### src/wash_consts.svh
`ifndef WASH_CONSTS_SVH
`define WASH_CONSTS_SVH

// ----------------------------------------------------------------------------
// Register offsets (8-bit register numbers).
// ----------------------------------------------------------------------------
`define REG_TIMEZONE        8'h0D
`define REG_EPOCH_HI        8'h14
`define REG_EPOCH_LO        8'h15
`define REG_LAST_WASH_HI    8'h28
`define REG_LAST_WASH_LO    8'h29
`define REG_PUMP_POWER      8'h2A
`define REG_ENCL_TEMP       8'h2B
`define REG_ENCL_HUMID      8'h2C
`define REG_BATTERY         8'h2D
`define REG_RESERVOIR       8'h2E
`define REG_INHIBIT_TEMP    8'h30
`define REG_WASH_DURATION   8'h31
`define REG_HOUR_ONE        8'h32
`define REG_HOUR_TWO        8'h33
`define REG_HOUR_THREE      8'h34
`define REG_WASH_TRIGGER    8'h35

// ----------------------------------------------------------------------------
// Reset values and codes.
// ----------------------------------------------------------------------------
`define SLAVE_ADDR_DEFAULT  8'h2B
`define INHIBIT_TEMP_RESET  16'h0115
`define DURATION_RESET      16'h0005
`define HOUR_DISABLED       16'h0019
`define TRIGGER_CODE        16'h00FF
`define KELVIN_OFFSET_C100  17'h06AB3
`define HOURS_PER_DAY       32'h00000018
`define SECONDS_PER_HOUR    32'h00000E10

// ----------------------------------------------------------------------------
// Timing.
// ----------------------------------------------------------------------------
`define CLK_PERIOD_NS       10
`define SECOND_NS           1000000000
`define CYCLES_PER_SECOND   (`SECOND_NS / `CLK_PERIOD_NS)

`endif

### src/wash_pkg.sv
package wash_pkg;
    // Wash sequencer states, one-hot.
    typedef enum logic [2:0] {
        ST_IDLE  = 3'b001,
        ST_PUMP  = 3'b010,
        ST_DONE  = 3'b100
    } wash_state_t;
endpackage : wash_pkg

### src/second_tick.sv
`timescale 1ns/1ns
`include "wash_consts.svh"

// ----------------------------------------------------------------------------
// One-second tick generator.
// ----------------------------------------------------------------------------
module second_tick #(
    parameter int unsigned CYCLES = `CYCLES_PER_SECOND
) (
    // Clock and reset.
    input  wire logic clk_in,
    input  wire logic rstn_in,
    // Tick output.
    output logic      tick_out
);
    logic [31:0] count_r;
    logic [31:0] count_nxt;
    logic        tick_nxt;

    // Counts cycles and pulses once each elapsed second.
    always_comb begin
        tick_nxt  = (count_r == 32'(CYCLES - 1));
        count_nxt = tick_nxt ? 32'h00000000 : count_r + 32'h00000001;
    end

    // Registers the counter and the pulse.
    always_ff @(posedge clk_in or negedge rstn_in) begin
        if (!rstn_in) begin
            count_r  <= 32'h00000000;
            tick_out <= 1'b0;
        end else begin
            count_r  <= count_nxt;
            tick_out <= tick_nxt;
        end
    end
endmodule : second_tick

### src/wash_regs.sv
`timescale 1ns/1ns
`include "wash_consts.svh"
//
// Contract
// - Answers as bus slave at address 43; address not writable via registers.
// - Timezone is a 16-bit two's complement hour offset.
// - Timezone persists across power loss in non-volatile storage.
// - Writable 32-bit epoch seconds at registers 20-21, advancing each second.
// - Epoch time is volatile and lost at power removal.
// - Registers 40-41 read the epoch captured at the last wash.
// - Register 42 reads last-wash pump power in watts times 100.
// - Register 43 reads signed enclosure temperature, Celsius times 100.
// - Register 44 reads enclosure humidity, percent times 100.
// - Register 45 reads battery voltage, volts times 100.
// - Register 46 reads reservoir level: 0 water present, 3 absent.
// - Washing inhibited below kelvin limit in register 48, default 277.
// - Pump runs for register-49 seconds per wash, default 5.
// - Registers 50-52 hold wash hours; 25 disables; kept non-volatile.
// - Writing 255 to register 53 starts a wash, then clears to 0.

module wash_regs
    import wash_pkg::*;
#(
    parameter int unsigned CYCLES_PER_SEC = `CYCLES_PER_SECOND
) (
    // Clock and reset.
    input  wire logic        clk_in,
    input  wire logic        rstn_in,
    // Register port from the frame decoder.
    input  wire logic [7:0]  slave_addr_in,
    input  wire logic [7:0]  reg_addr_in,
    input  wire logic        reg_wr_in,
    input  wire logic        reg_rd_in,
    input  wire logic [15:0] reg_wdata_in,
    output logic [15:0]      reg_rdata_out,
    output logic             reg_ack_out,
    // Non-volatile image, loaded at power-up, saved on change.
    input  wire logic        nv_valid_in,
    input  wire logic [15:0] nv_timezone_in,
    input  wire logic [15:0] nv_hour_one_in,
    input  wire logic [15:0] nv_hour_two_in,
    input  wire logic [15:0] nv_hour_three_in,
    output logic             nv_save_out,
    // Sensors (asynchronous to this clock).
    input  wire logic [15:0] pump_power_in,
    input  wire logic [15:0] encl_temp_in,
    input  wire logic [15:0] encl_humid_in,
    input  wire logic [15:0] battery_in,
    input  wire logic [15:0] reservoir_in,
    // Pump drive.
    output logic             pump_on_out
);
    // ------------------------------------------------------------------------
    // Sensor synchronisers.
    // ------------------------------------------------------------------------
    logic [15:0] sens_s1_r [5];
    logic [15:0] sens_s2_r [5];
    logic [15:0] sens_raw  [5];
    assign sens_raw[0] = pump_power_in;
    assign sens_raw[1] = encl_temp_in;
    assign sens_raw[2] = encl_humid_in;
    assign sens_raw[3] = battery_in;
    assign sens_raw[4] = reservoir_in;

    // Two-stage capture of every sensor word.
    genvar g;
    for (g = 0; g < 5; g++) begin : g_sync
        always_ff @(posedge clk_in or negedge rstn_in) begin
            if (!rstn_in) begin
                sens_s1_r[g] <= 16'h0000;
                sens_s2_r[g] <= 16'h0000;
            end else begin
                sens_s1_r[g] <= sens_raw[g];
                sens_s2_r[g] <= sens_s1_r[g];
            end
        end
    end

    // ------------------------------------------------------------------------
    // Second tick.
    // ------------------------------------------------------------------------
    logic tick;
    second_tick #(.CYCLES(CYCLES_PER_SEC)) u_tick (
        .clk_in   (clk_in),
        .rstn_in  (rstn_in),
        .tick_out (tick)
    );

    // ------------------------------------------------------------------------
    // Register state.
    // ------------------------------------------------------------------------
    logic [15:0] tz_r, tz_nxt;
    logic [31:0] epoch_r, epoch_nxt;
    logic [31:0] last_wash_r, last_wash_nxt;
    logic [15:0] inhibit_r, inhibit_nxt;
    logic [15:0] dur_r, dur_nxt;
    logic [15:0] hour_r [3];
    logic [15:0] hour_nxt [3];
    logic [15:0] trig_r, trig_nxt;
    logic        loaded_r, loaded_nxt;
    logic        save_nxt;
    logic [15:0] rdata_nxt;
    logic        ack_nxt;
    logic        sel;
    logic        wr;

    // Address match on the fixed slave address.
    assign sel = (slave_addr_in == `SLAVE_ADDR_DEFAULT);
    assign wr  = sel && reg_wr_in;

    // ------------------------------------------------------------------------
    // Scheduler and wash sequencer.
    // ------------------------------------------------------------------------
    wash_state_t state_r, state_nxt;
    logic [15:0] secs_r, secs_nxt;
    logic [4:0]  last_hour_r, last_hour_nxt;
    logic        pump_nxt;
    logic [4:0]  local_hour;
    logic        inhibited;
    logic        slot_hit;
    logic        start;
    logic        launch;

    // Local hour from epoch plus signed timezone, wrapped into 0..23.
    function automatic logic [4:0] local_hour_of(input logic [31:0] ep, input logic [15:0] tz);
        logic signed [33:0] hrs;
        hrs = $signed({2'b00, ep / `SECONDS_PER_HOUR}) + $signed({{18{tz[15]}}, tz});
        hrs = hrs % $signed({2'b00, `HOURS_PER_DAY});
        if (hrs < 0) hrs = hrs + $signed({2'b00, `HOURS_PER_DAY});
        return 5'(hrs);
    endfunction : local_hour_of

    // Slot compare; 25 or any value out of 0..23 never matches.
    function automatic logic slot_match(input logic [15:0] h, input logic [4:0] lh);
        return (h < 16'h0018) && (h[4:0] == lh);
    endfunction : slot_match

    assign local_hour = local_hour_of(epoch_r, tz_r);
    // Temperature in C*100 shifted to K*100 and compared against kelvin limit times 100.
    assign inhibited  = ($signed({sens_s2_r[1][15], sens_s2_r[1]}) + $signed(`KELVIN_OFFSET_C100))
                        < $signed({1'b0, inhibit_r} * 17'd100);
    assign slot_hit   = slot_match(hour_r[0], local_hour) || slot_match(hour_r[1], local_hour)
                        || slot_match(hour_r[2], local_hour);
    // A new hour that matches starts one wash; the same hour does not retrigger.
    // A cold enclosure blocks the immediate and the scheduled wash alike.
    assign start = !inhibited && ((trig_r == `TRIGGER_CODE) ||
                   (slot_hit && (local_hour != last_hour_r)));
    // A wash is launched only from idle and with a nonzero duration.
    assign launch = (state_r == ST_IDLE) && start && (dur_r != 16'h0000);

    // Next state of the sequencer.
    always_comb begin
        state_nxt     = state_r;
        secs_nxt      = secs_r;
        pump_nxt      = 1'b0;
        last_hour_nxt = local_hour;
        last_wash_nxt = last_wash_r;
        case (state_r)
            ST_IDLE: begin
                if (launch) begin
                    state_nxt     = ST_PUMP;
                    secs_nxt      = dur_r;
                    pump_nxt      = 1'b1;
                    last_wash_nxt = epoch_r;
                end
            end
            ST_PUMP: begin
                pump_nxt = 1'b1;
                if (tick) begin
                    secs_nxt = secs_r - 16'h0001;
                    if (secs_r == 16'h0001) begin
                        state_nxt = ST_DONE;
                        pump_nxt  = 1'b0;
                    end
                end
            end
            ST_DONE: begin
                state_nxt = ST_IDLE;
            end
            default: begin
                state_nxt = ST_IDLE;
            end
        endcase
    end

    // Registers the sequencer.
    always_ff @(posedge clk_in or negedge rstn_in) begin
        if (!rstn_in) begin
            state_r     <= ST_IDLE;
            secs_r      <= 16'h0000;
            pump_on_out <= 1'b0;
            last_hour_r <= 5'h1F;
            last_wash_r <= 32'h00000000;
        end else begin
            state_r     <= state_nxt;
            secs_r      <= secs_nxt;
            pump_on_out <= pump_nxt;
            last_hour_r <= last_hour_nxt;
            last_wash_r <= last_wash_nxt;
        end
    end

    // ------------------------------------------------------------------------
    // Register writes, epoch counting and non-volatile load.
    // ------------------------------------------------------------------------
    always_comb begin
        tz_nxt      = tz_r;
        epoch_nxt   = tick ? epoch_r + 32'h00000001 : epoch_r;
        inhibit_nxt = inhibit_r;
        dur_nxt     = dur_r;
        hour_nxt    = hour_r;
        trig_nxt    = trig_r;
        loaded_nxt  = loaded_r;
        save_nxt    = 1'b0;
        // Trigger clears itself once the wash has been taken.
        if (launch && (trig_r == `TRIGGER_CODE)) begin
            trig_nxt = 16'h0000;
        end
        // Stored values restored once after power-up.
        if (!loaded_r && nv_valid_in) begin
            tz_nxt      = nv_timezone_in;
            hour_nxt[0] = nv_hour_one_in;
            hour_nxt[1] = nv_hour_two_in;
            hour_nxt[2] = nv_hour_three_in;
            loaded_nxt  = 1'b1;
        end
        if (wr) begin
            case (reg_addr_in)
                `REG_TIMEZONE: begin
                    tz_nxt   = reg_wdata_in;
                    save_nxt = 1'b1;
                end
                `REG_EPOCH_HI:      epoch_nxt[31:16] = reg_wdata_in;
                `REG_EPOCH_LO:      epoch_nxt[15:0]  = reg_wdata_in;
                `REG_INHIBIT_TEMP:  inhibit_nxt      = reg_wdata_in;
                `REG_WASH_DURATION: dur_nxt          = reg_wdata_in;
                `REG_HOUR_ONE: begin
                    hour_nxt[0] = reg_wdata_in;
                    save_nxt    = 1'b1;
                end
                `REG_HOUR_TWO: begin
                    hour_nxt[1] = reg_wdata_in;
                    save_nxt    = 1'b1;
                end
                `REG_HOUR_THREE: begin
                    hour_nxt[2] = reg_wdata_in;
                    save_nxt    = 1'b1;
                end
                `REG_WASH_TRIGGER:  trig_nxt = reg_wdata_in;
                default: begin
                end
            endcase
        end
    end

    // Registers the configuration.
    always_ff @(posedge clk_in or negedge rstn_in) begin
        if (!rstn_in) begin
            tz_r        <= 16'h0000;
            epoch_r     <= 32'h00000000;
            inhibit_r   <= `INHIBIT_TEMP_RESET;
            dur_r       <= `DURATION_RESET;
            hour_r[0]   <= `HOUR_DISABLED;
            hour_r[1]   <= `HOUR_DISABLED;
            hour_r[2]   <= `HOUR_DISABLED;
            trig_r      <= 16'h0000;
            loaded_r    <= 1'b0;
            nv_save_out <= 1'b0;
        end else begin
            tz_r        <= tz_nxt;
            epoch_r     <= epoch_nxt;
            inhibit_r   <= inhibit_nxt;
            dur_r       <= dur_nxt;
            hour_r      <= hour_nxt;
            trig_r      <= trig_nxt;
            loaded_r    <= loaded_nxt;
            nv_save_out <= save_nxt;
        end
    end

    // ------------------------------------------------------------------------
    // Read path; unmapped registers read zero.
    // ------------------------------------------------------------------------
    always_comb begin
        ack_nxt = sel && (reg_rd_in || reg_wr_in);
        case (reg_addr_in)
            `REG_TIMEZONE:      rdata_nxt = tz_r;
            `REG_EPOCH_HI:      rdata_nxt = epoch_r[31:16];
            `REG_EPOCH_LO:      rdata_nxt = epoch_r[15:0];
            `REG_LAST_WASH_HI:  rdata_nxt = last_wash_r[31:16];
            `REG_LAST_WASH_LO:  rdata_nxt = last_wash_r[15:0];
            `REG_PUMP_POWER:    rdata_nxt = sens_s2_r[0];
            `REG_ENCL_TEMP:     rdata_nxt = sens_s2_r[1];
            `REG_ENCL_HUMID:    rdata_nxt = sens_s2_r[2];
            `REG_BATTERY:       rdata_nxt = sens_s2_r[3];
            `REG_RESERVOIR:     rdata_nxt = sens_s2_r[4];
            `REG_INHIBIT_TEMP:  rdata_nxt = inhibit_r;
            `REG_WASH_DURATION: rdata_nxt = dur_r;
            `REG_HOUR_ONE:      rdata_nxt = hour_r[0];
            `REG_HOUR_TWO:      rdata_nxt = hour_r[1];
            `REG_HOUR_THREE:    rdata_nxt = hour_r[2];
            `REG_WASH_TRIGGER:  rdata_nxt = trig_r;
            default:            rdata_nxt = 16'h0000;
        endcase
        if (!(sel && reg_rd_in)) rdata_nxt = 16'h0000;
    end

    // Registers the read answer.
    always_ff @(posedge clk_in or negedge rstn_in) begin
        if (!rstn_in) begin
            reg_rdata_out <= 16'h0000;
            reg_ack_out   <= 1'b0;
        end else begin
            reg_rdata_out <= rdata_nxt;
            reg_ack_out   <= ack_nxt;
        end
    end

    // ------------------------------------------------------------------------
    // Checks.
    // ------------------------------------------------------------------------
    a_foreign_addr_ignored: assert property (@(posedge clk_in) disable iff (!rstn_in)
        (!sel && reg_rd_in) |=> (reg_ack_out == 1'b0)) else $error("foreign address answered");
    a_epoch_advances: assert property (@(posedge clk_in) disable iff (!rstn_in)
        (tick && !wr) |=> (epoch_r == $past(epoch_r) + 32'h00000001)) else $error("epoch not advanced");
    a_epoch_hi_write: assert property (@(posedge clk_in) disable iff (!rstn_in)
        (wr && reg_addr_in == `REG_EPOCH_HI) |=> (epoch_r[31:16] == $past(reg_wdata_in)))
        else $error("epoch high word wrong");
    a_trigger_clears: assert property (@(posedge clk_in) disable iff (!rstn_in)
        (trig_r == `TRIGGER_CODE && state_r == ST_IDLE && dur_r != 16'h0000 && !wr && !inhibited)
        |=> (pump_on_out && trig_r == 16'h0000)) else $error("trigger did not start wash");
    a_last_wash_capture: assert property (@(posedge clk_in) disable iff (!rstn_in)
        (state_r == ST_IDLE && state_nxt == ST_PUMP) |=> (last_wash_r == $past(epoch_r)))
        else $error("last wash time not captured");
    a_pump_runs: assert property (@(posedge clk_in) disable iff (!rstn_in)
        (state_r == ST_PUMP && secs_r != 16'h0000) |-> pump_on_out) else $error("pump off during wash");
    a_inhibit_blocks: assert property (@(posedge clk_in) disable iff (!rstn_in)
        (state_r == ST_IDLE && inhibited) |=> !pump_on_out)
        else $error("wash while inhibited");
    a_disabled_slot: assert property (@(posedge clk_in) disable iff (!rstn_in)
        (hour_r[0] == `HOUR_DISABLED && hour_r[1] == `HOUR_DISABLED && hour_r[2] == `HOUR_DISABLED)
        |-> !slot_hit) else $error("disabled slot matched");
    a_sensor_read: assert property (@(posedge clk_in) disable iff (!rstn_in)
        (sel && reg_rd_in && reg_addr_in == `REG_ENCL_TEMP) |=> (reg_rdata_out == $past(sens_s2_r[1])))
        else $error("temperature read wrong");
endmodule : wash_regs

### config.mk
export PLATFORM = sky130hd
export DESIGN_NAME = wash_regs
export DESIGN_NICKNAME = d
export VERILOG_FILES = /design/src/wash_pkg.sv /design/src/second_tick.sv /design/src/wash_regs.sv
export VERILOG_INCLUDE_DIRS = /design/src /design/src/src
export SDC_FILE = /design/constraint.sdc
export NUM_CORES = 1
export LEC_CHECK = 0
export ABC_AREA = 1
export BUFFER_PORTS_ARGS = -buffer_cell sky130_fd_sc_hd__buf_2
export CAP_MARGIN = 10
export CORE_MARGIN = 1
export CORE_UTILIZATION = 45
export DETAILED_ROUTE_END_ITERATION = 6
export SLEW_MARGIN = 40
export SYNTH_ARGS = -nofsm -noshare
export SYNTH_HDL_FRONTEND = slang
export SYNTH_SLANG_ARGS = --single-unit
export TNS_END_PERCENT = 30
### constraint.sdc
create_clock -name clk_in -period 26.7 [get_ports clk_in]
set_clock_uncertainty 0.1 [all_clocks]
set_input_delay 2.67 -clock clk_in [delete_from_list [all_inputs] [get_ports clk_in]]
set_output_delay 2.67 -clock clk_in [all_outputs]
set_load 0.05 [all_outputs]
After elaboration in Yosys (flattened, before gate mapping)

Cells that the tools add are included.

Register bits: 413
Input bits: 181
Output and inout bits: 19
Logic and storage cells: 130

Add/sub/neg operators: 6
Multipliers: 1
Divide/modulo/power cells: 2
$lt $le $gt $ge: 5
Equality and inequality tests: 29
Multiplexer cells: 32
Reduce and logical (&&, ||, !) cells: 26

Operators by type and width:

| kind                     | count |
|---|---|
| $pmux W16 S16            | 1 |
| $mux W16                 | 14 |
| $eq A8 B6 Y1 const B     | 14 |
| $mux W32                 | 3 |
| $mux W48                 | 2 |
| $add A32 B1 Y32 const B  | 2 |
| $lt A16 B5 Y1 const B    | 3 |
| $add A33 B16 Y34         | 1 |
| $lt A34 B1 Y1 const B    | 1 |
| $mod A34 B6 Y34 const B  | 1 |
| $div A32 B12 Y32 const B | 1 |
| $eq A32 B27 Y1 const B   | 1 |
| $pmux W16 S2             | 1 |
| $add A16 B16 Y17 const B | 1 |
| $lt A17 B17 Y1           | 1 |
| $eq A16 B1 Y1 const B    | 1 |
| $eq A16 B8 Y1 const B    | 1 |
| $eq A8 B5 Y1 const B     | 2 |
| $mul A16 B5 Y15 const B  | 1 |
| $reduce_bool A16 Y1      | 1 |
| $sub A16 B1 Y16 const B  | 1 |
| $eq A5 B5 Y1             | 3 |
| $logic_and A1 B1 Y1      | 12 |
| $mux W3                  | 3 |
| other kinds (17)         | 29 |

Logic depth before layout (Yosys ltp)

Gate-level depths: netlist of run 1.

Depth in word-level cells: 18
Gate-level depth with buffers: 218
Gate-level depth less buffers: 216

Hierarchy

A second synthesis of run 1 with hierarchy kept.

Cell total of the unflattened synthesis: 3,447
Area, all modules: 26,676.8 um^2

By module, submodules not included:

| module      | times used | cells an instance | area an instance (um^2) | seq. area each (um^2) |
|---|---|---|---|---|
| wash_regs   | 1          | 3,172             | 24,737.5                | 9,535.4 |
| second_tick | 1          | 275               | 1,939.4                 | 825.8 |

Least setup slack after synthesis of run 1

OpenSTA, ideal clock, no wires.

Kind: register -> register
Start point: reg epoch_r[28]
End point: reg secs_r[10]
Library setup time: 0.132 ns
Arrival time: 20.753 ns
Data required time: 26.468 ns
Setup slack: 5.716 ns
Cell stages (with the launch flop): 202
Buffers on the path: 2
Clock period less this slack: 20.984 ns
Cells stage by stage: dfrtp_1 buf_2 nor2_1 nand3_2 nand3_2 nand2_4 nor2_8 nand3_4 o21ai_1 nand2_1 nand2_1 nand3_1 nor2_2 nand2_4 nand2_4 nand2_1 nand2_1 inv_2 [... 166 more ...] nand2_1 nand2_1 nand3_1 nand2_1 xor2_1 nand2_1 nand2_1 xor2_1 inv_1 nand4_1 nand3_1 a21oi_1 nand2_1 nand2_1 clkinv_1 clkbuf_1 nand2_1 o21ai_0

Cells in the longest elaborated chain, start to end: 16
Elaborated cells on any way between the ends: 22
Those cells by class: add/sub: 2; div: 2; order compare: 1; eq/ne: 5; mux: 1; reduce/logical: 11

Ends and longest elaborated chain:

| item                                           | RTL line         | text |
|---|---|---|
| start, declared                                | wash_regs.sv:93  | `logic [31:0] epoch_r, epoch_nxt;` |
| start signal, assigned                         | wash_regs.sv:271 | `epoch_r <= epoch_nxt;` |
| $div A32 B12 Y32 (no line) *                   | n/a              |  |
| $add A33 B16 Y34 *                             | wash_regs.sv:127 | `` hrs = $signed({2'b00, ep / `SECONDS_PER_HOUR}) + $signed({{18{tz[15]}}, tz}); `` |
| $mod A34 B6 Y34 *                              | wash_regs.sv:128 | `` hrs = hrs % $signed({2'b00, `HOURS_PER_DAY}); `` |
| $lt A34 B1 Y1 or $add A5 B4 Y5 (tied branches) | wash_regs.sv:129 | `` if (hrs < 0) hrs = hrs + $signed({2'b00, `HOURS_PER_DAY}); `` |
| $mux W5 *                                      | wash_regs.sv:129 |  |
| net last_hour_nxt[4]                           | wash_regs.sv:116 | `logic [4:0] last_hour_r, last_hour_nxt;` |
| $eq A5 B5 Y1                                   | wash_regs.sv:135 | `return (h < 16'h0018) && (h[4:0] == lh);` |
| $logic_and A1 B1 Y1                            | wash_regs.sv:135 |  |
| $logic_or A1 B1 Y1                             | wash_regs.sv:142 | `assign slot_hit = slot_match(hour_r[0], local_hour) \|\| slot_match(hour_r[1], local_hour)` |
| $logic_or A1 B1 Y1                             | wash_regs.sv:143 | `\|\| slot_match(hour_r[2], local_hour);` |
| $logic_and A1 B1 Y1 *                          | wash_regs.sv:147 | `(slot_hit && (local_hour != last_hour_r)));` |
| $logic_or A1 B1 Y1 *                           | wash_regs.sv:146 | `` assign start = !inhibited && ((trig_r == `TRIGGER_CODE) \|\| `` |
| $logic_and A1 B1 Y1 *                          | wash_regs.sv:146 |  |
| $logic_and A1 B1 Y1 * (2 in a row)             | wash_regs.sv:149 | `assign launch = (state_r == ST_IDLE) && start && (dur_r != 16'h0000);` |
| $ne A2 B2 Y1 (no line) *                       | n/a              |  |
| $reduce_and A3 Y1 (no line) *                  | n/a              |  |
| end signal, assigned                           | wash_regs.sv:196 | `secs_r <= secs_nxt;` |
| end, declared                                  | wash_regs.sv:115 | `logic [15:0] secs_r, secs_nxt;` |

The timed path passes the listed nets; every way through them passes the cells marked *.
A chain may end at the register's enable or synchronous reset.

Worst setup path in the final report of run 1

Start point: reg epoch_r[27]
End point: reg last_wash_r[4]

Cells in the longest elaborated chain, start to end: 15
Elaborated cells on any way between the ends: 21
Those cells by class: add/sub: 2; div: 2; order compare: 1; eq/ne: 4; mux: 1; reduce/logical: 11

Ends and longest elaborated chain:

| item                                           | RTL line         | text |
|---|---|---|
| $div A32 B12 Y32 (no line) *                   | n/a              |  |
| $add A33 B16 Y34 *                             | wash_regs.sv:127 |  |
| $mod A34 B6 Y34 *                              | wash_regs.sv:128 |  |
| $lt A34 B1 Y1 or $add A5 B4 Y5 (tied branches) | wash_regs.sv:129 |  |
| $mux W5 *                                      | wash_regs.sv:129 |  |
| net last_hour_nxt[4]                           | wash_regs.sv:116 |  |
| $eq A5 B5 Y1                                   | wash_regs.sv:135 |  |
| $logic_and A1 B1 Y1                            | wash_regs.sv:135 |  |
| $logic_or A1 B1 Y1                             | wash_regs.sv:142 |  |
| $logic_or A1 B1 Y1                             | wash_regs.sv:143 |  |
| $logic_and A1 B1 Y1 *                          | wash_regs.sv:147 |  |
| $logic_or A1 B1 Y1 *                           | wash_regs.sv:146 |  |
| $logic_and A1 B1 Y1 *                          | wash_regs.sv:146 |  |
| $logic_and A1 B1 Y1 * (2 in a row)             | wash_regs.sv:149 |  |
| $reduce_and A2 Y1 (no line) *                  | n/a              |  |
| end signal, assigned                           | wash_regs.sv:199 | `last_wash_r <= last_wash_nxt;` |
| end, declared                                  | wash_regs.sv:94  | `logic [31:0] last_wash_r, last_wash_nxt;` |

Marked as above.

==> impl_metrics.tcl, run 1 <==
set metrics [dict create \
    status "finished with violations" \
    violations "design-rule violations" \
    syn_area_sq_um 26110 \
    multi_input_area_sq_um 13930 \
    synth_xor_area_share_pct 5.232 \
    grt_pass1_vias 22700 \
    n_fill_cell 5510 \
    path_class "flop to flop" \
    nNetsFinal 3819 \
    chipWidth_um 242.9 \
    num_rows 87 \
    routed_wl_mm 85.86 \
    synthSimpleGateAreaFrac_pct 27.69 \
    crit_path_top_delay_cell "dfrtp_1" \
    gp_congestion 0.9410 \
    syn-instance-count 3365 \
    cts-hold-fix-buffers 0 \
    grt.met3_usage_pct 4.655 \
    period_needed_ns 23.97 \
    ff2ff_setup_slack_ns 2.73 \
    slew_violations 0 \
    cts_max_level 2 \
    drive_above_1_share_pct 16.75 \
    core_area_sq_um 56820 \
    syn_nets 3630 \
    post_dp_cell_area_sq_um 27980 \
    fin_crit_sh_pct 89.77 \
    synth_top_family_by_area "simple AND/OR/NAND/NOR gates" \
    groute.usage.overall_pct 28.76 \
    cts.sinks 413 \
    yosysSeqAreaShare_pct 39.68 \
    drcViolationCount 5 \
    crit_required_ns 27.07 \
    yosysUniqueCellTypes 65 \
    final_area_sq_um 29710 \
    syn_to_final_growth_pct 13.76 \
    whs_ns 0.2432 \
    clock_path_buffers 3 \
    vias 23910 \
    synthAdderAreaFrac_pct 4.312 \
    crit_path_end_kind "flop" \
    cts_buffers 44 \
    relSlewSlack_pct 39.69 \
    ys_ff_latch 413 \
    synth_compound_area_share_pct 13.39 \
    synthArstFlopShare_pct 100.0 \
    boundaryPins 200 \
    die_area_sq_um 59000 \
    syn_area_per_cell_sq_um 7.760 \
    cts_root_buffer "clkbuf_16" \
    startpoint_type "flop" \
    crit_top_cell "nand2_1" \
    wire_per_inst_um 19.77 \
    clk_pin_slew_ns 0.07 \
    synth.area.mux_share_pct 1.897 \
    register_area_sq_um 10360 \
    cap_viol_max_count 0 \
    use_met1_pct 39.44 \
    drt_pass1_iterations 7 \
    worstPathArrival_ns 24.34 \
    busiest_layer "met2" \
    grt_pass1_wl_mm 132.1 \
    clk_latency_ns 0.59 \
    grt.overflow.total 0 \
    die_y_um 242.9 \
    hold_path_class "flop to flop" \
    drtIter0Drc 1859 \
    tightestPinTransition_ns 0.9046 \
    use_met2_pct 45.77 \
    synth_edf_count 0 \
    cts_tree "done" \
    grt_antenna_before_repair 5 \
    port_buffers 199 \
    hpwl_mm 67.11 \
    critPathMaxFanout 65 \
    grt_max_degree 96 \
    final_hold_viol_count 0 \
    ys.flop_type "dfrtp_1" \
    via_per_inst 5.506 \
    initial_utilization_pct 45.95 \
    drt.antenna.violating_nets 0 \
    cp_slowest_stage_delay_ns 0.44 \
    yosys_warnings 0 \
    max_freq_mhz 41.72 \
    setup_viol 0 \
]
## state kept, by name, summed over array words and instances (netlist names), 3 cells and up
| signal | count |
|---|---|
| last_hour_r | 5 |
| secs_r | 16 |
| trig_r | 16 |
| epoch_r | 32 |
| tz_r | 16 |
| sens_s2_r | 80 |
| reg_rdata_out | 16 |
| dur_r | 16 |
| state_r | 3 |
| inhibit_r | 16 |
| u_tick.count_r | 32 |
| sens_s1_r | 80 |
| hour_r | 48 |
| last_wash_r | 32 |
## through the flow
stage	setup WS, ns	setup TNS (ns)	util (%)	std cells
final	2.730	0	52.28	4342
after global routing	-0.06191	-0.6099	52.27	4341
after CTS	1.738	0	51.79	4328
after detailed placement	1.841	0	49.23	4254
after global placement	2.618	0	49.16	4252
after floorplan	5.716	0	-	3365
## worst max-delay path, delay by kind of cell, from the launching register on
kind | cells | cell delay, ns
AND/OR/NAND/NOR | 157 | 16.83
XOR/XNOR | 13 | 2.46
AO/OA/AOI/OAI | 10 | 1.83
buffers and inverters | 10 | 1.19
adder cells (fa/ha/maj) | 2 | 0.54
flip-flops | 1 | 0.44
multiplexers | 1 | 0.38
## per-layer routing
metal | up-vias | wire length, um
li1 | 11480 | -
met3 | 161 | 5862
met4 | 2 | 3161
met1 | 11430 | 37310
met2 | 831 | 39520
met5 | - | 8
## cell families (layout without fill, tap and decap cells)
| kind of cell | after synthesis | count (layout) |
|---|---|---|
| fa+ha+maj | 84 | 84 |
| mux | 44 | 44 |
| buf+inv | 540 | 757 |
| compound gates | 574 | 574 |
| xor+xnor | 156 | 156 |
| flops | 413 | 413 |
| simple gates | 1554 | 1554 |
| other cells | 0 | 4 |
## timing repair
item	in CTS	in global routing
gates resized for setup	0	37
buffers inserted	0	7
setup endpoints to repair	0	52
## cells in the final DEF, fill, tap and decap left out, types with 38 or more instances in the layout
cell type / instances
mux2_2: 44
xor2_1: 113
nand2_1: 712
dfrtp_1: 390
a21oi_1: 130
inv_1: 398
nand3_1: 263
a221oi_1: 60
nand2_4: 43
ha_1: 74
clkbuf_16: 44
inv_2: 38
nand2_2: 44
nor3_1: 40
buf_2: 200
nand4_1: 38
nor2_1: 284
o21ai_0: 211
## synthesized netlist by cell type, types with 7 or more instances
cell       count  area (sq um)
a41oi_1       14         122.6
inv_2         38         142.6
nand2_4       42         473.0
clkbuf_1      81         304.0
nand3_2       12         120.1
nand4_1       38         237.7
nand2_2       40         250.2
inv_1        399          1498
dfstp_2       21         551.8
a31oi_1       32         200.2
nor2_4        14         157.7
nor4_1        27         168.9
a22o_1        14         122.6
or2_2         10         62.56
nor2_2        22         137.6
nand3_1      265          1326
xnor2_1       37         324.1
clkinv_1      12         45.04
a221oi_1      60         525.5
o21ai_1       23         115.1
ha_1          74         925.9
nor2_1       289          1085
buf_2          7         35.03
xor2_1       119          1042
nand2_1      718          2695
nor3_1        46         230.2
o2111ai_1      8         70.07
a21oi_1      132         660.6
o21ai_0      216          1081
o211ai_1      15         112.6
nand3b_1      13         97.59
fa_1          10         200.2
dfrtp_1      392          9809
mux2_2        44         495.5
## layout make-up
cell class | count | area share, %
inverter | 449 | 5.699
sequential | 413 | 34.89
clock inverter | 17 | 0.7581
timing repair inverter | 1 | 0.02527
tap | 756 | 3.184
clock buffer | 57 | 4.140
timing repair buffer | 233 | 4.364
multi-input combinational | 2412 | 46.91
antenna | 4 | 0.03370
## worst paths after layout
check,startpoint,end,cells after the start
max in group asynchronous,rstn_in,sens_s2_r[53],5
min in group asynchronous,rstn_in,sens_s1_r[18],1
max reg2reg,epoch_r[27],last_wash_r[4],193
min,sens_s1_r[0],sens_s2_r[0],0
max,epoch_r[27],last_wash_r[4],193
min reg2reg,sens_s1_r[0],sens_s2_r[0],0
Power of run 1 is left out: the tool's default activity adds up to more than one toggle a clock period on the data nets, which glitch-free logic cannot reach.
==> run 2, diff against run 1 <==
GPL_TIMING_DRIVEN = 0   (was not set)
MAX_ROUTING_LAYER = met4   (was not set)
==> impl_metrics.tcl, run 2 (synthesized netlist as in run 1, its figures left out) <==
set metrics [dict create \
    drt_pass1_iterations 5 \
    grt_pass1_vias 23370 \
    clk_latency_ns 0.59 \
    grt_antenna_before_repair 3 \
    hpwl_mm 68.75 \
    gp_congestion 0.9790 \
    critPathMaxFanout 10 \
    finish.utilization_pct 53.17 \
    tightestPinTransition_ns 0.8938 \
    final_common_cell "nand2_1" \
    final_cell_mix "nand2_1 (704), inv_1 (399), dfrtp_1 (392)" \
    use_met2_pct 47.04 \
    cts.sinks 413 \
    crit_top_cell "nand2_1" \
    boundaryPins 200 \
    cts_root_buffer "clkbuf_16" \
    syn_to_final_growth_pct 15.69 \
    port_buffers 198 \
    final_hold_viol_count 0 \
    final_area_sq_um 30210 \
    wire_per_inst_um 19.72 \
    fin_crit_sh_pct 91.87 \
    vias 24190 \
    die_y_um 242.9 \
    status "complete, no violations" \
    hold_path_class "flop to flop" \
    fin_tns_setup_ns 0 \
    nNetsFinal 3894 \
    num_rows 87 \
    initial_utilization_pct 45.95 \
    relSlewSlack_pct 40.35 \
    drtIter0Drc 1942 \
    drt.antenna.violating_nets 0 \
    clock_path_buffers 3 \
    crit_required_ns 27.04 \
    chipWidth_um 242.9 \
    core_area_sq_um 56820 \
    drcViolationCount 0 \
    cts_max_level 2 \
    max_freq_mhz 40.77 \
    routed_wl_mm 87.09 \
    clk_pin_slew_ns 0.08 \
    worstPathArrival_ns 24.87 \
    groute.usage.overall_pct 30.13 \
    cts_tree "done" \
    crit_path_end_kind "flop" \
    path_class "flop to flop" \
    whs_ns 0.2342 \
    grt_max_degree 81 \
    die_area_sq_um 59000 \
    cp_slowest_stage_delay_ns 0.40 \
    period_needed_ns 24.53 \
    via_per_inst 5.477 \
    grt.overflow.total 0 \
    top_regs "sens_s1_r x80, sens_s2_r x80, hour_r x48" \
    cts-hold-fix-buffers 0 \
    busiest_layer "met2" \
    post_dp_cell_area_sq_um 28270 \
    startpoint_type "flop" \
    grt.met3_usage_pct 3.892 \
    setup_viol 0 \
    drive_above_1_share_pct 16.75 \
    slew_violations 0 \
    n_fill_cell 5525 \
    crit_path_top_delay_cell "fa_1" \
    cap_viol_max_count 0 \
    grt_pass1_wl_mm 133.5 \
    cts_buffers 44 \
    use_met1_pct 39.85 \
]
run 2: cell types whose count changed in the layout (fill, tap and decap cells not counted), sizes merged, moves of 2 or more:
cell	previous run	this run
buf	232	227
bufinv	4	6
clkbuf	58	140
diode	4	1
run 2: area by class of cell:
cell class                 count  area, sq um  share of cell area [%]
multi-input combinational   2412        14040                   46.49
sequential                   413        10360                   34.30
inverter                     449         1689                   5.591
timing repair buffer         218         1266                   4.191
clock buffer                  58         1256                   4.158
tap                          756        945.9                   3.131
buffer                        91        365.4                   1.209
clock inverter                19        279.0                  0.9236
antenna                        1        2.502                0.008283
run 2: layer usage:
metal / wire [um] / up-vias
met2: 39830 / 806
met3: 5345 / 163
met4: 3507 / 0
met5: 0 / -
li1: - / 11670
met1: 38420 / 11560
run 2: final timing paths:
kind	slack, ns	from	depth (start not counted)	to
worst max-delay path	2.17	epoch_r[25]	200	last_wash_r[19]
worst max register to register	2.17	epoch_r[25]	200	last_wash_r[19]
worst min register to register	0.23	sens_s1_r[66]	0	sens_s2_r[66]
max in group asynchronous	23.29	rstn_in	4	sens_s2_r[75]
worst min-delay path	0.23	sens_s1_r[66]	0	sens_s2_r[66]
min in group asynchronous	1.90	rstn_in	1	sens_s1_r[12]
run 2: what timing repair did:
item,in CTS,in global routing
setup endpoints to repair,0,52
gates resized for setup,0,90
buffers inserted,0,12
endpoints found under the hold margin,0,0
run 2: worst max-delay path: cells and delay by family, from the launching register on:
kind / cells / cell delay [ns]
DFF: 1 / 0.37
and+or+nand+nor: 160 / 16.88
adders and majority gates: 2 / 0.63
buffers and inverters: 11 / 1.40
xor gates and xnor gates: 12 / 2.31
AOI/OAI and AO/OA: 15 / 2.60
run 2: through the flow:
step	instances	setup slack (ns)
finish	4417	2.170
global route	4417	-0.1479
CTS	4403	0.5178
detailed placement	4326	0.6019
global placement	4319	1.271
floorplan	3365	5.716
Power of run 2 is left out for the same reason.
==> run 3, diff against run 2 <==
CELL_PAD_IN_SITES_DETAIL_PLACEMENT = 1   (was not set)
CELL_PAD_IN_SITES_GLOBAL_PLACEMENT = 1   (was not set)
PLACE_DENSITY_LB_ADDON = 0.1   (was not set)
==> impl_metrics.tcl, run 3 (synthesized netlist as in run 1, its figures left out) <==
set metrics [dict create \
    path_class "flop to flop" \
    grt_pass1_vias 26080 \
    grt.overflow.total 0 \
    clk_latency_ns 0.59 \
    cp.depth 202 \
    worst_r2r_endpoint "secs_r[14]" \
    cts_root_buffer "clkbuf_16" \
    boundaryPins 200 \
    chipWidth_um 242.9 \
    r2r_cells 202 \
    cts_max_level 2 \
    wire_per_inst_um 22.42 \
    hold_end "sens_s2_r[44]" \
    cp_slowest_stage_delay_ns 0.39 \
    hpwl_mm 78.22 \
    critPathMaxFanout 10 \
    drive_above_1_share_pct 17.45 \
    vias 25430 \
    critPathBufInv 13 \
    port_buffers 198 \
    drt.antenna.violating_nets 0 \
    crit_path_end_kind "flop" \
    tightestPinTransition_ns 0.9848 \
    cts_buffers 45 \
    routed_wl_mm 99.50 \
    die_area_sq_um 59000 \
    n_fill_cell 7085 \
    grt_pass1_wl_mm 151.3 \
    clk_pin_slew_ns 0.06 \
    max_freq_mhz 40.43 \
    grt_antenna_before_repair 9 \
    crit_path_top_delay_cell "fa_1" \
    crit_top_cell "nand2_1" \
    via_per_inst 5.730 \
    syn_to_final_growth_pct 16.86 \
    cap_viol_max_count 0 \
    drt_pass1_iterations 7 \
    clock_path_buffers 3 \
    cts-hold-fix-buffers 0 \
    hold_path_class "flop to flop" \
    top_regs "sens_s1_r x80, sens_s2_r x80, hour_r x48" \
    hold_path.startpoint "sens_s1_r[44]" \
    nNetsFinal 3916 \
    grt_max_degree 76 \
    final_hold_viol_count 0 \
    cts_tree "done" \
    final_cell_mix "nand2_1 (701), inv_1 (399), dfrtp_1 (391)" \
    die_y_um 242.9 \
    relSlewSlack_pct 34.35 \
    post_dp_cell_area_sq_um 28230 \
    drcViolationCount 1 \
    cts.sinks 413 \
    drtIter0Drc 1652 \
    crit_family "simple AND/OR/NAND/NOR gates" \
    final_common_cell "nand2_1" \
    num_rows 87 \
    setup_viol 0 \
    ff2ff_setup_slack_ns 1.97 \
    slew_violations 0 \
    fin_crit_sh_pct 92.64 \
    crit_required_ns 27.07 \
    period_needed_ns 24.73 \
    worstPathArrival_ns 25.10 \
    groute.usage.overall_pct 34.07 \
    final_area_sq_um 30520 \
    initial_utilization_pct 45.95 \
    hold_path_depth 0 \
    startpoint_type "flop" \
    status "finished with violations" \
    r2r_start "epoch_r[25]" \
    gp_congestion 1.014 \
    core_area_sq_um 56820 \
    violations "design-rule violations" \
]
[run 3: cell types whose count changed in the layout (fill, tap and decap cells not counted), moves of 3 or more]
cell	before	now
nor2_4	19	22
buf_6	0	5
clkbuf_2	5	0
nand2_1	704	701
clkbuf_1	81	85
clkinvlp_4	4	1
nor2_1	285	281
buf_4	12	39
buf_2	207	202
o21ai_4	1	4
nand2_8	2	8
[run 3: cell type report]
| class | instances | area (sq um) | area share [%] |
|---|---|---|---|
| timing repair buffer | 240 | 1429 | 4.682 |
| antenna | 2 | 5.005 | 0.01640 |
| clock inverter | 14 | 201.4 | 0.6601 |
| tap | 756 | 945.9 | 3.100 |
| sequential | 413 | 10360 | 33.96 |
| multi-input combinational | 2412 | 14220 | 46.60 |
| buffer | 90 | 400.4 | 1.312 |
| inverter | 449 | 1690 | 5.539 |
| clock buffer | 62 | 1261 | 4.133 |
[run 3: layer usage]
layer	GRT usage [%]	wire length, um
met4	11.28	3752
met2	54.59	46890
met3	4.511	5713
met5	-	0
met1	44.50	43140
[run 3: what timing repair did]
item | in CTS | in global routing
gates cloned | 0 | 0
endpoints found under the setup margin | 38 | 54
pin swaps | 0 | 44
buffers inserted | 0 | 37
resized for setup | 3 | 146
[run 3: per-stage QoR]
step / hold slack [ns] / utilization, % / std cells / worst slack (ns) / TNS (ns)
floorplan: 0.2312 / - / 3365 / 5.716 / 0
global placement: 0.2337 / 49.36 / 4319 / 1.160 / 0
detailed placement: 0.2356 / 49.68 / 4324 / -0.1459 / -1.167
CTS: 0.2483 / 52.28 / 4400 / 0.05013 / 0
global route: 0.2567 / 53.70 / 4438 / -0.3461 / -12.50
finish: 0.2417 / 53.70 / 4438 / 1.966 / 0
[run 3: worst max path at each step]
stage / startpoint / endpoint
final: epoch_r[25] / secs_r[14]
after global routing: epoch_r[25] / secs_r[14]
after CTS: epoch_r[25] / secs_r[0]
after detailed placement: epoch_r[25] / secs_r[0]
after global placement: epoch_r[25] / secs_r[14]
after floorplan: epoch_r[28] / secs_r[10]
[run 3: worst reg2reg max path, delay by kind of cell (launching register included)]
| kind | cells | cell delay, ns |
|---|---|---|
| xor gates and xnor gates | 13 | 2.39 |
| AOI/OAI and AO/OA | 12 | 1.86 |
| DFF | 1 | 0.37 |
| adders and majority gates | 2 | 0.61 |
| and+or+nand+nor | 162 | 17.91 |
| buffers and inverters | 13 | 1.37 |
Power of run 3 is left out for the same reason.
